File: src/common/ocf_pkg.sv
package ocf_pkg;

  // ----------------------------------------
  // command codes and field layout
  // ----------------------------------------
  localparam logic [7:0] CMD_OC_ACTION = 8'h47;
  localparam logic [7:0] CMD_OC_WARN = 8'h4A;
  localparam logic [7:0] CMD_OT_LIMIT = 8'h4F;
  localparam logic [7:0] PHASE_ALL = 8'hFF;
  localparam int NUM_PHASE = 4;
  localparam int ACT_MSB = 7;
  localparam int ACT_LSB = 6;
  localparam int RETRY_MSB = 5;
  localparam int RETRY_LSB = 3;
  localparam int DLY_MSB = 2;
  localparam int DLY_LSB = 0;
  localparam int EXP_MSB = 15;
  localparam int EXP_LSB = 11;
  localparam int MANT_MSB = 10;

  // ----------------------------------------
  // reset values
  // ----------------------------------------
  localparam logic [7:0] OC_ACTION_RST = 8'hF8;
  localparam logic [4:0] WARN_EXP_RST = 5'h1E;
  localparam logic [10:0] WARN_MANT_RST = 11'h0A0;
  localparam logic [4:0] OT_EXP_RST = 5'h00;
  localparam logic [10:0] OT_MANT_RST = 11'h07D;

  // ----------------------------------------
  // codes and counts
  // ----------------------------------------
  localparam logic [1:0] ACT_DELAYED = 2'b10;
  localparam logic [1:0] ACT_IMMEDIATE = 2'b11;
  localparam logic [2:0] RETRY_NONE = 3'd0;
  localparam logic [2:0] RETRY_FOREVER = 3'd7;
  localparam logic [2:0] DLY_TICKS_SHORT = 3'd1;
  localparam logic [2:0] DLY_TICKS_MID = 3'd3;
  localparam logic [2:0] DLY_TICKS_LONG = 3'd7;
  localparam logic [2:0] DLY_CODE_MID = 3'd2;
  localparam logic [2:0] DLY_CODE_LONG = 3'd5;
  localparam logic [1:0] QUARTER_SHIFT = 2'd2;
  localparam logic [15:0] PHASE_MAX_Q = 16'h00F8;
  localparam logic [15:0] THR_MIN_Q = 16'h0020;
  localparam logic [15:0] THR_STEP_Q = 16'h0008;
  localparam logic [15:0] OT_DISABLE_C = 16'h00FF;

  // ----------------------------------------
  // types
  // ----------------------------------------
  typedef enum logic [2:0] {
    SEQ_IDLE,
    SEQ_START,
    SEQ_RUN,
    SEQ_DELAY,
    SEQ_WAIT,
    SEQ_LATCH
  } ocf_seq_e;

  typedef struct packed {
    logic wr;
    logic rd;
    logic [7:0] code;
    logic [7:0] phase;
    logic [15:0] data;
  } ocf_cmd_s;

  typedef struct packed {
    logic byte_iout_oc;
    logic byte_none_above;
    logic word_iout;
    logic iout_ocf;
    logic iout_ocw;
    logic cml_invalid;
  } ocf_status_s;

endpackage : ocf_pkg

File: src/rtl/ocf_top.sv
`timescale 1ns/1ps
`default_nettype none
module ocf_top (
  input wire logic i_clk,
  input wire logic i_sys_rst,
  input wire ocf_pkg::ocf_cmd_s i_cmd,
  input wire logic i_clear_faults,
  input wire logic i_nvm_restore,
  input wire logic [2:0] i_num_phases,
  input wire logic i_oc_fault,
  input wire logic i_pwm_tick,
  input wire logic [23:0] i_rise_cycles,
  input wire logic i_on_cmd,
  input wire logic i_startup_ok,
  input wire logic [31:0] i_phase_current,
  input wire logic signed [15:0] i_die_temp,
  output logic [15:0] o_rd_data,
  output logic o_rd_valid,
  output ocf_pkg::ocf_status_s o_status,
  output logic o_alert,
  output logic [3:0] o_phase_warn,
  output logic o_ot_fault,
  output logic o_power_en,
  output logic o_latched_off
);
  import ocf_pkg::*;

  logic [7:0] action_reg;
  logic [15:0] warn_reg [NUM_PHASE];
  logic [10:0] warn_near_reg [NUM_PHASE];
  logic [7:0] warn_thr_reg [NUM_PHASE];
  logic [15:0] ot_reg;
  logic [15:0] ot_thr_reg;
  logic [3:0] warn_prev_reg;
  logic [15:0] cv_floor;
  logic [15:0] cv_ceil;
  logic [15:0] cv_near;
  logic cv_neg;
  logic cv_ovf;
  logic [1:0] exp_adj;
  logic [2:0] nph;
  logic all_sel;
  logic wr_warn;
  logic wr_ot;
  logic warn_bad;
  logic ot_bad;
  logic [15:0] share_ceil;
  logic [15:0] share_near;
  logic [15:0] stack_max;
  logic [15:0] step_q;
  logic [7:0] thr_next;
  logic [3:0] warn_now;
  logic warn_event;
  logic oc_event;
  logic invalid_event;
  logic [1:0] sel_idx;
  logic [15:0] rd_next;
  logic [15:0] phase0_times;

  // ----------------------------------------
  // write decode and linear conversion
  // ----------------------------------------
  always_comb
  begin
    nph = (i_num_phases == 3'd0) ? 3'd1 : i_num_phases;
    all_sel = (i_cmd.phase == PHASE_ALL);
    sel_idx = i_cmd.phase[1:0];
    wr_warn = i_cmd.wr && (i_cmd.code == CMD_OC_WARN);
    wr_ot = i_cmd.wr && (i_cmd.code == CMD_OT_LIMIT);
    exp_adj = (i_cmd.code == CMD_OT_LIMIT) ? 2'd0 : QUARTER_SHIFT;
  end

  ocf_lin_conv u_conv (
    .i_word(i_cmd.data),
    .i_exp_adj(exp_adj),
    .o_floor(cv_floor),
    .o_ceil(cv_ceil),
    .o_near(cv_near),
    .o_neg(cv_neg),
    .o_ovf(cv_ovf)
  );

  // ----------------------------------------
  // limit checks and per-phase share
  // ----------------------------------------
  always_comb
  begin
    stack_max = PHASE_MAX_Q * {13'h0000, nph};
    // division spreads an all-phase write over the stack
    share_ceil = all_sel ? (cv_ceil + {13'h0000, nph} - 16'h0001) / {13'h0000, nph} : cv_ceil;
    share_near = all_sel ? (cv_near + {14'h0000, nph[2:1]}) / {13'h0000, nph} : cv_near;
    warn_bad = cv_neg || cv_ovf || (all_sel ? (cv_ceil > stack_max) : (cv_ceil > PHASE_MAX_Q)) ||
      (!all_sel && (i_cmd.phase >= 8'(NUM_PHASE)));
    ot_bad = cv_neg || cv_ovf;
    // round up to the next 2 A step, floor at 8 A
    step_q = ((share_ceil + THR_STEP_Q - 16'h0001) / THR_STEP_Q) * THR_STEP_Q;
    thr_next = (step_q < THR_MIN_Q) ? THR_MIN_Q[7:0] : step_q[7:0];
  end

  // ----------------------------------------
  // response byte
  // ----------------------------------------
  always_ff @(posedge i_clk)
  begin
    if (i_sys_rst)
      action_reg <= OC_ACTION_RST;
    else if (i_cmd.wr && i_cmd.code == CMD_OC_ACTION)
      action_reg <= i_cmd.data[7:0];
  end

  // ----------------------------------------
  // per-phase warning limits
  // ----------------------------------------
  genvar gp;
  generate
    for (gp = 0; gp < NUM_PHASE; gp = gp + 1)
    begin : g_phase
      always_ff @(posedge i_clk)
      begin
        if (i_sys_rst)
        begin
          warn_reg[gp] <= {WARN_EXP_RST, WARN_MANT_RST};
          warn_near_reg[gp] <= WARN_MANT_RST;
          warn_thr_reg[gp] <= WARN_MANT_RST[7:0];
        end
        else if (wr_warn && !warn_bad && (all_sel || sel_idx == 2'(gp)))
        begin
          // all-phase writes store the divided share in quarter amperes
          warn_reg[gp] <= all_sel ? {WARN_EXP_RST, share_near[10:0]} : i_cmd.data;
          warn_near_reg[gp] <= share_near[10:0];
          warn_thr_reg[gp] <= thr_next;
        end
        else if (i_nvm_restore)
          warn_reg[gp] <= {WARN_EXP_RST, warn_near_reg[gp]};
      end

      // each phase compares its own current
      assign warn_now[gp] = i_phase_current[gp*8 +: 8] >= warn_thr_reg[gp];
    end
  endgenerate

  // ----------------------------------------
  // overtemperature limit
  // ----------------------------------------
  always_ff @(posedge i_clk)
  begin
    if (i_sys_rst)
    begin
      ot_reg <= {OT_EXP_RST, OT_MANT_RST};
      ot_thr_reg <= {5'h00, OT_MANT_RST};
    end
    else if (wr_ot && !ot_bad)
    begin
      ot_reg <= i_cmd.data;
      ot_thr_reg <= cv_ceil;
    end
  end

  // ----------------------------------------
  // fault response sequencer
  // ----------------------------------------
  ocf_retry_seq u_seq (
    .i_clk(i_clk),
    .i_sys_rst(i_sys_rst),
    .i_action(action_reg),
    .i_oc_fault(i_oc_fault),
    .i_pwm_tick(i_pwm_tick),
    .i_rise_cycles(i_rise_cycles),
    .i_on_cmd(i_on_cmd),
    .i_startup_ok(i_startup_ok),
    .o_fault_event(oc_event),
    .o_power_en(o_power_en),
    .o_latched(o_latched_off)
  );

  // ----------------------------------------
  // events
  // ----------------------------------------
  always_comb
  begin
    warn_event = |(warn_now & ~warn_prev_reg);
    invalid_event = (wr_warn && warn_bad) || (wr_ot && ot_bad);
  end

  always_ff @(posedge i_clk)
  begin
    if (i_sys_rst)
    begin
      warn_prev_reg <= 4'h0;
      o_phase_warn <= 4'h0;
    end
    else
    begin
      warn_prev_reg <= warn_now;
      o_phase_warn <= warn_now;
    end
  end

  // ----------------------------------------
  // sticky status, set beats clear
  // ----------------------------------------
  always_ff @(posedge i_clk)
  begin
    if (i_sys_rst)
      o_status <= '0;
    else
    begin
      o_status.byte_iout_oc <= oc_event || (o_status.byte_iout_oc && !i_clear_faults);
      o_status.iout_ocf <= oc_event || (o_status.iout_ocf && !i_clear_faults);
      o_status.word_iout <= oc_event || warn_event || (o_status.word_iout && !i_clear_faults);
      o_status.byte_none_above <= warn_event || invalid_event ||
        (o_status.byte_none_above && !i_clear_faults);
      o_status.iout_ocw <= warn_event || (o_status.iout_ocw && !i_clear_faults);
      o_status.cml_invalid <= invalid_event || (o_status.cml_invalid && !i_clear_faults);
    end
  end

  // host notification follows any pending flag
  always_ff @(posedge i_clk)
  begin
    if (i_sys_rst)
      o_alert <= 1'b0;
    else
      o_alert <= oc_event || warn_event || invalid_event ||
        ((|o_status) && !i_clear_faults);
  end

  // ----------------------------------------
  // overtemperature detection
  // ----------------------------------------
  always_ff @(posedge i_clk)
  begin
    if (i_sys_rst)
      o_ot_fault <= 1'b0;
    else
      o_ot_fault <= (ot_thr_reg != OT_DISABLE_C) && !i_die_temp[15] &&
        (i_die_temp >= $signed(ot_thr_reg));
  end

  // ----------------------------------------
  // read back
  // ----------------------------------------
  always_comb
  begin
    phase0_times = {WARN_EXP_RST, 11'(warn_near_reg[0] * {8'h00, nph})};
    case (i_cmd.code)
      CMD_OC_ACTION:
        rd_next = {8'h00, action_reg};
      CMD_OC_WARN:
        rd_next = all_sel ? phase0_times : warn_reg[sel_idx];
      CMD_OT_LIMIT:
        rd_next = ot_reg;
      default:
        rd_next = 16'h0000;
    endcase
  end

  always_ff @(posedge i_clk)
  begin
    if (i_sys_rst)
    begin
      o_rd_data <= 16'h0000;
      o_rd_valid <= 1'b0;
    end
    else
    begin
      o_rd_valid <= i_cmd.rd;
      if (i_cmd.rd)
        o_rd_data <= rd_next;
    end
  end

endmodule : ocf_top
`default_nettype wire

File: src/rtl/ocf_lin_conv.sv
`timescale 1ns/1ps
`default_nettype none
module ocf_lin_conv (
  input wire logic [15:0] i_word,
  input wire logic [1:0] i_exp_adj,
  output logic [15:0] o_floor,
  output logic [15:0] o_ceil,
  output logic [15:0] o_near,
  output logic o_neg,
  output logic o_ovf
);
  import ocf_pkg::*;

  logic signed [5:0] shift;
  logic [4:0] rsh;
  logic [15:0] mag;
  logic [15:0] mask;
  logic frac;
  logic half;

  // ----------------------------------------
  // linear word to scaled integer
  // ----------------------------------------
  always_comb
  begin
    shift = $signed({i_word[EXP_MSB], i_word[EXP_MSB:EXP_LSB]}) + $signed({4'h0, i_exp_adj});
    mag = {6'h00, i_word[MANT_MSB-1:0]};
    o_neg = i_word[MANT_MSB];
    rsh = 5'h00;
    mask = 16'h0000;
    frac = 1'b0;
    half = 1'b0;
    o_ovf = 1'b0;
    if (shift >= 0)
    begin
      // a mantissa of ten bits fits shifted by up to six
      o_ovf = (shift > 6) && (mag != 16'h0000);
      o_floor = mag << shift[2:0];
    end
    else
    begin
      rsh = 5'(-shift);
      mask = (16'h0001 << rsh) - 16'h0001;
      frac = |(mag & mask);
      half = (rsh != 5'h00) && (((mag >> (rsh - 5'h01)) & 16'h0001) != 16'h0000);
      o_floor = mag >> rsh;
    end
    o_ceil = o_floor + {15'h0000, frac};
    o_near = o_floor + {15'h0000, half};
  end

endmodule : ocf_lin_conv
`default_nettype wire

File: src/rtl/ocf_retry_seq.sv
`timescale 1ns/1ps
`default_nettype none
module ocf_retry_seq (
  input wire logic i_clk,
  input wire logic i_sys_rst,
  input wire logic [7:0] i_action,
  input wire logic i_oc_fault,
  input wire logic i_pwm_tick,
  input wire logic [23:0] i_rise_cycles,
  input wire logic i_on_cmd,
  input wire logic i_startup_ok,
  output logic o_fault_event,
  output logic o_power_en,
  output logic o_latched
);
  import ocf_pkg::*;

  ocf_seq_e state_reg;
  logic [2:0] tries_reg;
  logic [2:0] tick_reg;
  logic [23:0] rise_reg;
  logic [2:0] mult_reg;
  logic prev_fault_reg;
  logic [1:0] act;
  logic [2:0] retry;
  logic [2:0] dsel;
  logic [2:0] dly_ticks;
  logic [2:0] restart_wait_period_mult;
  logic fault_rise;
  logic give_up;
  logic rise_done;

  // ----------------------------------------
  // field decode
  // ----------------------------------------
  always_comb
  begin
    act = i_action[ACT_MSB:ACT_LSB];
    retry = i_action[RETRY_MSB:RETRY_LSB];
    dsel = i_action[DLY_MSB:DLY_LSB];
    fault_rise = i_oc_fault && !prev_fault_reg;
    // delay in switching cycles and restart_wait_period multiple
    if (dsel >= DLY_CODE_LONG)
      dly_ticks = DLY_TICKS_LONG;
    else if (dsel >= DLY_CODE_MID)
      dly_ticks = DLY_TICKS_MID;
    else
      dly_ticks = DLY_TICKS_SHORT;
    restart_wait_period_mult = (dsel < DLY_CODE_MID) ? 3'd1 : dsel;
    give_up = (retry == RETRY_NONE) || ((retry != RETRY_FOREVER) && (tries_reg >= retry));
    rise_done = (rise_reg + 24'h000001 >= i_rise_cycles);
  end

  // ----------------------------------------
  // edge memory of the comparator
  // ----------------------------------------
  always_ff @(posedge i_clk)
  begin
    if (i_sys_rst)
      prev_fault_reg <= 1'b0;
    else
      prev_fault_reg <= i_oc_fault;
  end

  // ----------------------------------------
  // fault response state machine
  // ----------------------------------------
  always_ff @(posedge i_clk)
  begin
    if (i_sys_rst)
    begin
      state_reg <= SEQ_IDLE;
      tries_reg <= 3'd0;
      tick_reg <= 3'd0;
      rise_reg <= 24'h000000;
      mult_reg <= 3'd0;
    end
    else if (!i_on_cmd)
    begin
      state_reg <= SEQ_IDLE;
      tries_reg <= 3'd0;
    end
    else
    begin
      case (state_reg)
        SEQ_IDLE:
          state_reg <= SEQ_START;
        SEQ_START, SEQ_RUN:
        begin
          if (i_startup_ok)
          begin
            tries_reg <= 3'd0;
            state_reg <= SEQ_RUN;
          end
          if (i_oc_fault && act == ACT_IMMEDIATE)
          begin
            state_reg <= give_up ? SEQ_LATCH : SEQ_WAIT;
            rise_reg <= 24'h000000;
            mult_reg <= 3'd0;
          end
          else if (i_oc_fault && act == ACT_DELAYED)
          begin
            state_reg <= SEQ_DELAY;
            tick_reg <= 3'd0;
          end
        end
        SEQ_DELAY:
        begin
          if (!i_oc_fault)
            state_reg <= SEQ_RUN;
          else if (i_pwm_tick && tick_reg + 3'd1 >= dly_ticks)
          begin
            state_reg <= give_up ? SEQ_LATCH : SEQ_WAIT;
            rise_reg <= 24'h000000;
            mult_reg <= 3'd0;
          end
          else if (i_pwm_tick)
            tick_reg <= tick_reg + 3'd1;
        end
        SEQ_WAIT:
        begin
          // output off for the restart_wait_period period
          rise_reg <= rise_done ? 24'h000000 : rise_reg + 24'h000001;
          if (rise_done)
          begin
            if (mult_reg + 3'd1 >= restart_wait_period_mult)
            begin
              state_reg <= SEQ_START;
              if (retry != RETRY_FOREVER)
                tries_reg <= tries_reg + 3'd1;
            end
            else
              mult_reg <= mult_reg + 3'd1;
          end
        end
        SEQ_LATCH:
          state_reg <= SEQ_LATCH;
        default:
          state_reg <= SEQ_IDLE;
      endcase
    end
  end

  // ----------------------------------------
  // registered outputs
  // ----------------------------------------
  always_ff @(posedge i_clk)
  begin
    if (i_sys_rst)
    begin
      o_fault_event <= 1'b0;
      o_power_en <= 1'b0;
      o_latched <= 1'b0;
    end
    else
    begin
      o_fault_event <= fault_rise && (state_reg == SEQ_RUN || state_reg == SEQ_START);
      o_power_en <= (state_reg == SEQ_START) || (state_reg == SEQ_RUN) || (state_reg == SEQ_DELAY);
      o_latched <= (state_reg == SEQ_LATCH);
    end
  end

endmodule : ocf_retry_seq
`default_nettype wire

File: config.mk
export PLATFORM = sky130hd
export DESIGN_NAME = ocf_top
export DESIGN_NICKNAME = d
export VERILOG_FILES = /design/src/common/ocf_pkg.sv /design/src/rtl/ocf_top.sv /design/src/rtl/ocf_lin_conv.sv /design/src/rtl/ocf_retry_seq.sv
export SDC_FILE = /design/constraint.sdc
export NUM_CORES = 1
export LEC_CHECK = 0
export ABC_AREA = 1
export BUFFER_PORTS_ARGS = -buffer_cell sky130_fd_sc_hd__buf_2
export CORE_MARGIN = 10
export CORE_UTILIZATION = 50
export DETAILED_ROUTE_END_ITERATION = 12
export GPL_TIMING_DRIVEN = 0
export PLACE_DENSITY = 0.67
export SKIP_LAST_GASP = 1
export SLEW_MARGIN = 25
export SYNTH_ARGS = -nofsm -noshare
export SYNTH_HDL_FRONTEND = slang
export SYNTH_SLANG_ARGS = --single-unit
File: constraint.sdc
create_clock -name i_clk -period 39.1 [get_ports i_clk]
set_input_delay 3.91 -clock i_clk [delete_from_list [all_inputs] [get_ports i_clk]]
set_output_delay 3.91 -clock i_clk [all_outputs]
set_load 0.05 [all_outputs]
==> results.toml <==
[worst_setup_path]
path_class = "input port to flop"
r2r-end = "u_seq.tries_reg[2]"
endpoint = "warn_thr_reg[1][3]"
critPathCaptureType = "flop"
crit_slowest_cell = "o41ai_1"
crit_top_cell = "nand2_1"
critPathMaxStageDelay_ps = 410
worstSetupStartpoint = "i_cmd[29]"
crit_required_ps = 39360
cp-start-kind = "input port"
cp.arrival_ps = 35790
r2r_setup_slack_ps = 34430
worst_r2r_path_depth = 25
r2r_start = "u_seq.rise_reg[0]"
worstPathMaxFanout = 12

[synthesis]
synth-seq-cells = 237
ys.flop_type = "edfxtp_1"
synth-async-reset-ratio_pct = 0
synth_nets = 4394
yosysWarnings = 0
synth-edff-count = 128
synth_top_area_cell = "edfxtp_1"
synth_area_per_cell_sq_um = 6.58
synth_area_leaders = "edfxtp_1 (14%), nand2_1 (13%), ha_1 (11%)"
ys_types = 72
synth_top_area_share_pct = 14.5
ys_seq_area_share_pct = 22.7
synth_area_sq_um = 26600
synth_cells = 4037

[drt]
drt_pass1_iterations = 6
ant_nets = 0
vias_per_cell = 5.35
num_vias = 26300
wl_met3_mm = 4.48
top_layer = "met4"
wl_per_cell_um = 15.9
drc = 0
wl_mm = 78.3
drtIter0Drc = 2062
wl_met1_mm = 35.7
met2_length_mm = 36.0

[final_layout]
drive_above_1_share_pct = 12.9
syn_to_final_growth_pct = 9.18
layout.nets = 4568
fillers = 5282
final_area_sq_um = 29000
stdcell_count = 4918
final_common_cell = "nand2_1"
largest_reg_flops = 64
final_cell_mix = "nand2_1 (950), inv_1 (643), nor2_1 (365), nand3_1 (274), ha_1 (227)"

[timing]
worstMarginPinSlew_ps = 1070
rsz0062_at_grt = "no"
setup_viol = 0
fin_crit_ps = 35530
slew-limit-headroom_pct = 28.8
final_max_slew_viol_count = 0
setup_tns_ps = 0
fmax_ghz = 0.0281
fin_worst_skew_ps = 19.7
fin_crit_sh_pct = 90.9
final-hold-violation-count = 0

[clock_network]
cts_sinks = 237
hold_buffers = 0
cts_tree = "yes"
insertion_delay_ps = 540
clk_pin_slew_ps = 60
h-tree-depth = 1
cts_buffers = 24
clockBufferDepth = 3
clockRootBuffer = "clkbuf_16"

[status]
status = "completed"

[run]
drv_cap = 0

[global_route]
grt.overflow.total = 0
grt_max_degree = 22
grtUsageTotal_pct = 23.8
grt_pass1_vias = 24400
grt_pass1_wl_mm = 126
antenna_found_initial = 0

[placement]
hpwl_mm = 63.8
placed_area_sq_um = 28300
routabilityCongestion = 0.966
dp.cells = 4873
port-buffer-count = 145

[floorplan]
start_util_pct = 50.6
die_h_um = 251
num_rows = 84
fp.coreArea_sq_um = 52600
die_area_sq_um = 62800
die_x_um = 251
ioPinCount = 148

[min_path]
hp-class = "flop to flop"
-- critical path, delay by kind of cell --
| family | cells | cell delay [ps] |
|---|---|---|
| buffers and inverters | 47 | 5020 |
| AND/OR/NAND/NOR | 105 | 13320 |
| AO/OA/AOI/OAI | 39 | 6430 |
| adder cells (fa/ha/maj) | 23 | 6860 |
| XOR/XNOR | 1 | 140 |
-- per-stage QoR --
step | utilization (%) | hold WS (ps) | setup WS, ps
finish | 55.2 | 411 | 3570
global route | 55.2 | 432 | 67.7
CTS | 55.2 | 409 | 2360
detailed placement | 53.8 | 389 | 1910
global placement | 53.6 | 401 | 2130
floorplan | - | 374 | 7990
-- repair_timing --
item | 4_1_cts | 5_1_grt
setup buffers | 0 | 0
endpoints found under the setup margin | 0 | 20
hold endpoints to repair | 0 | 0
gates resized for setup | 0 | 7
-- worst min path at each step --
stage / start / to / cells after the start
6_report: u_seq.prev_fault_reg / u_seq.o_fault_event / 1
5_1_grt: u_seq.prev_fault_reg / u_seq.o_fault_event / 1
4_1_cts: u_seq.prev_fault_reg / u_seq.o_fault_event / 1
3_5_place_dp: u_seq.prev_fault_reg / u_seq.o_fault_event / 1
3_3_place_gp: u_seq.prev_fault_reg / u_seq.o_fault_event / 1
2_1_floorplan: u_seq.prev_fault_reg / u_seq.o_fault_event / 1
-- cells in the mapped netlist, types with 19 or more instances --
cell / count
edfxtp_1: 128
nand4_1: 91
inv_2: 44
o22ai_1: 36
nor2_2: 42
nand2_1: 950
nor4_1: 20
o21ai_0: 196
xnor2_1: 20
nand2_2: 90
ha_1: 227
nand3_2: 47
o21ai_1: 31
clkbuf_1: 40
o211ai_1: 24
inv_1: 645
nand3b_1: 19
dfxtp_1: 109
a21oi_1: 202
o21bai_1: 19
nor2_4: 25
nand2_4: 25
nor3_1: 47
xor2_1: 94
nor2_1: 369
nand3_1: 274
-- logic make-up after synthesis --
logic type	count (synthesis)	synth area share [%]
adder cells (fa/ha/maj)	240	11.7
buffers and inverters	778	11.5
XOR/XNOR	115	3.82
AO/OA/AOI/OAI	618	13.5
flip-flops	237	22.7
AND/OR/NAND/NOR	2049	36.8
-- routing by layer --
layer | up-vias | track usage (%)
li1 | 13600 | -
met5 | - | 0
met4 | 0 | 6.76
met2 | 732 | 40.1
met3 | 108 | 1.97
met1 | 11800 | 32.0
-- cell type report --
class | count | area (sq um) | share of cell area, %
buffer | 72 | 410 | 1.41
antenna | 2 | 5.00 | 0.0172
clock buffer | 35 | 673 | 2.32
tap | 688 | 861 | 2.97
clock inverter | 8 | 75.1 | 0.259
timing repair buffer | 148 | 801 | 2.76
multi-input combinational | 3022 | 17500 | 60.4
sequential | 237 | 6030 | 20.8
inverter | 706 | 2650 | 9.14
Power is not shown: default switching activity piles up to over one toggle a cycle in this logic, so the estimate is an artifact.
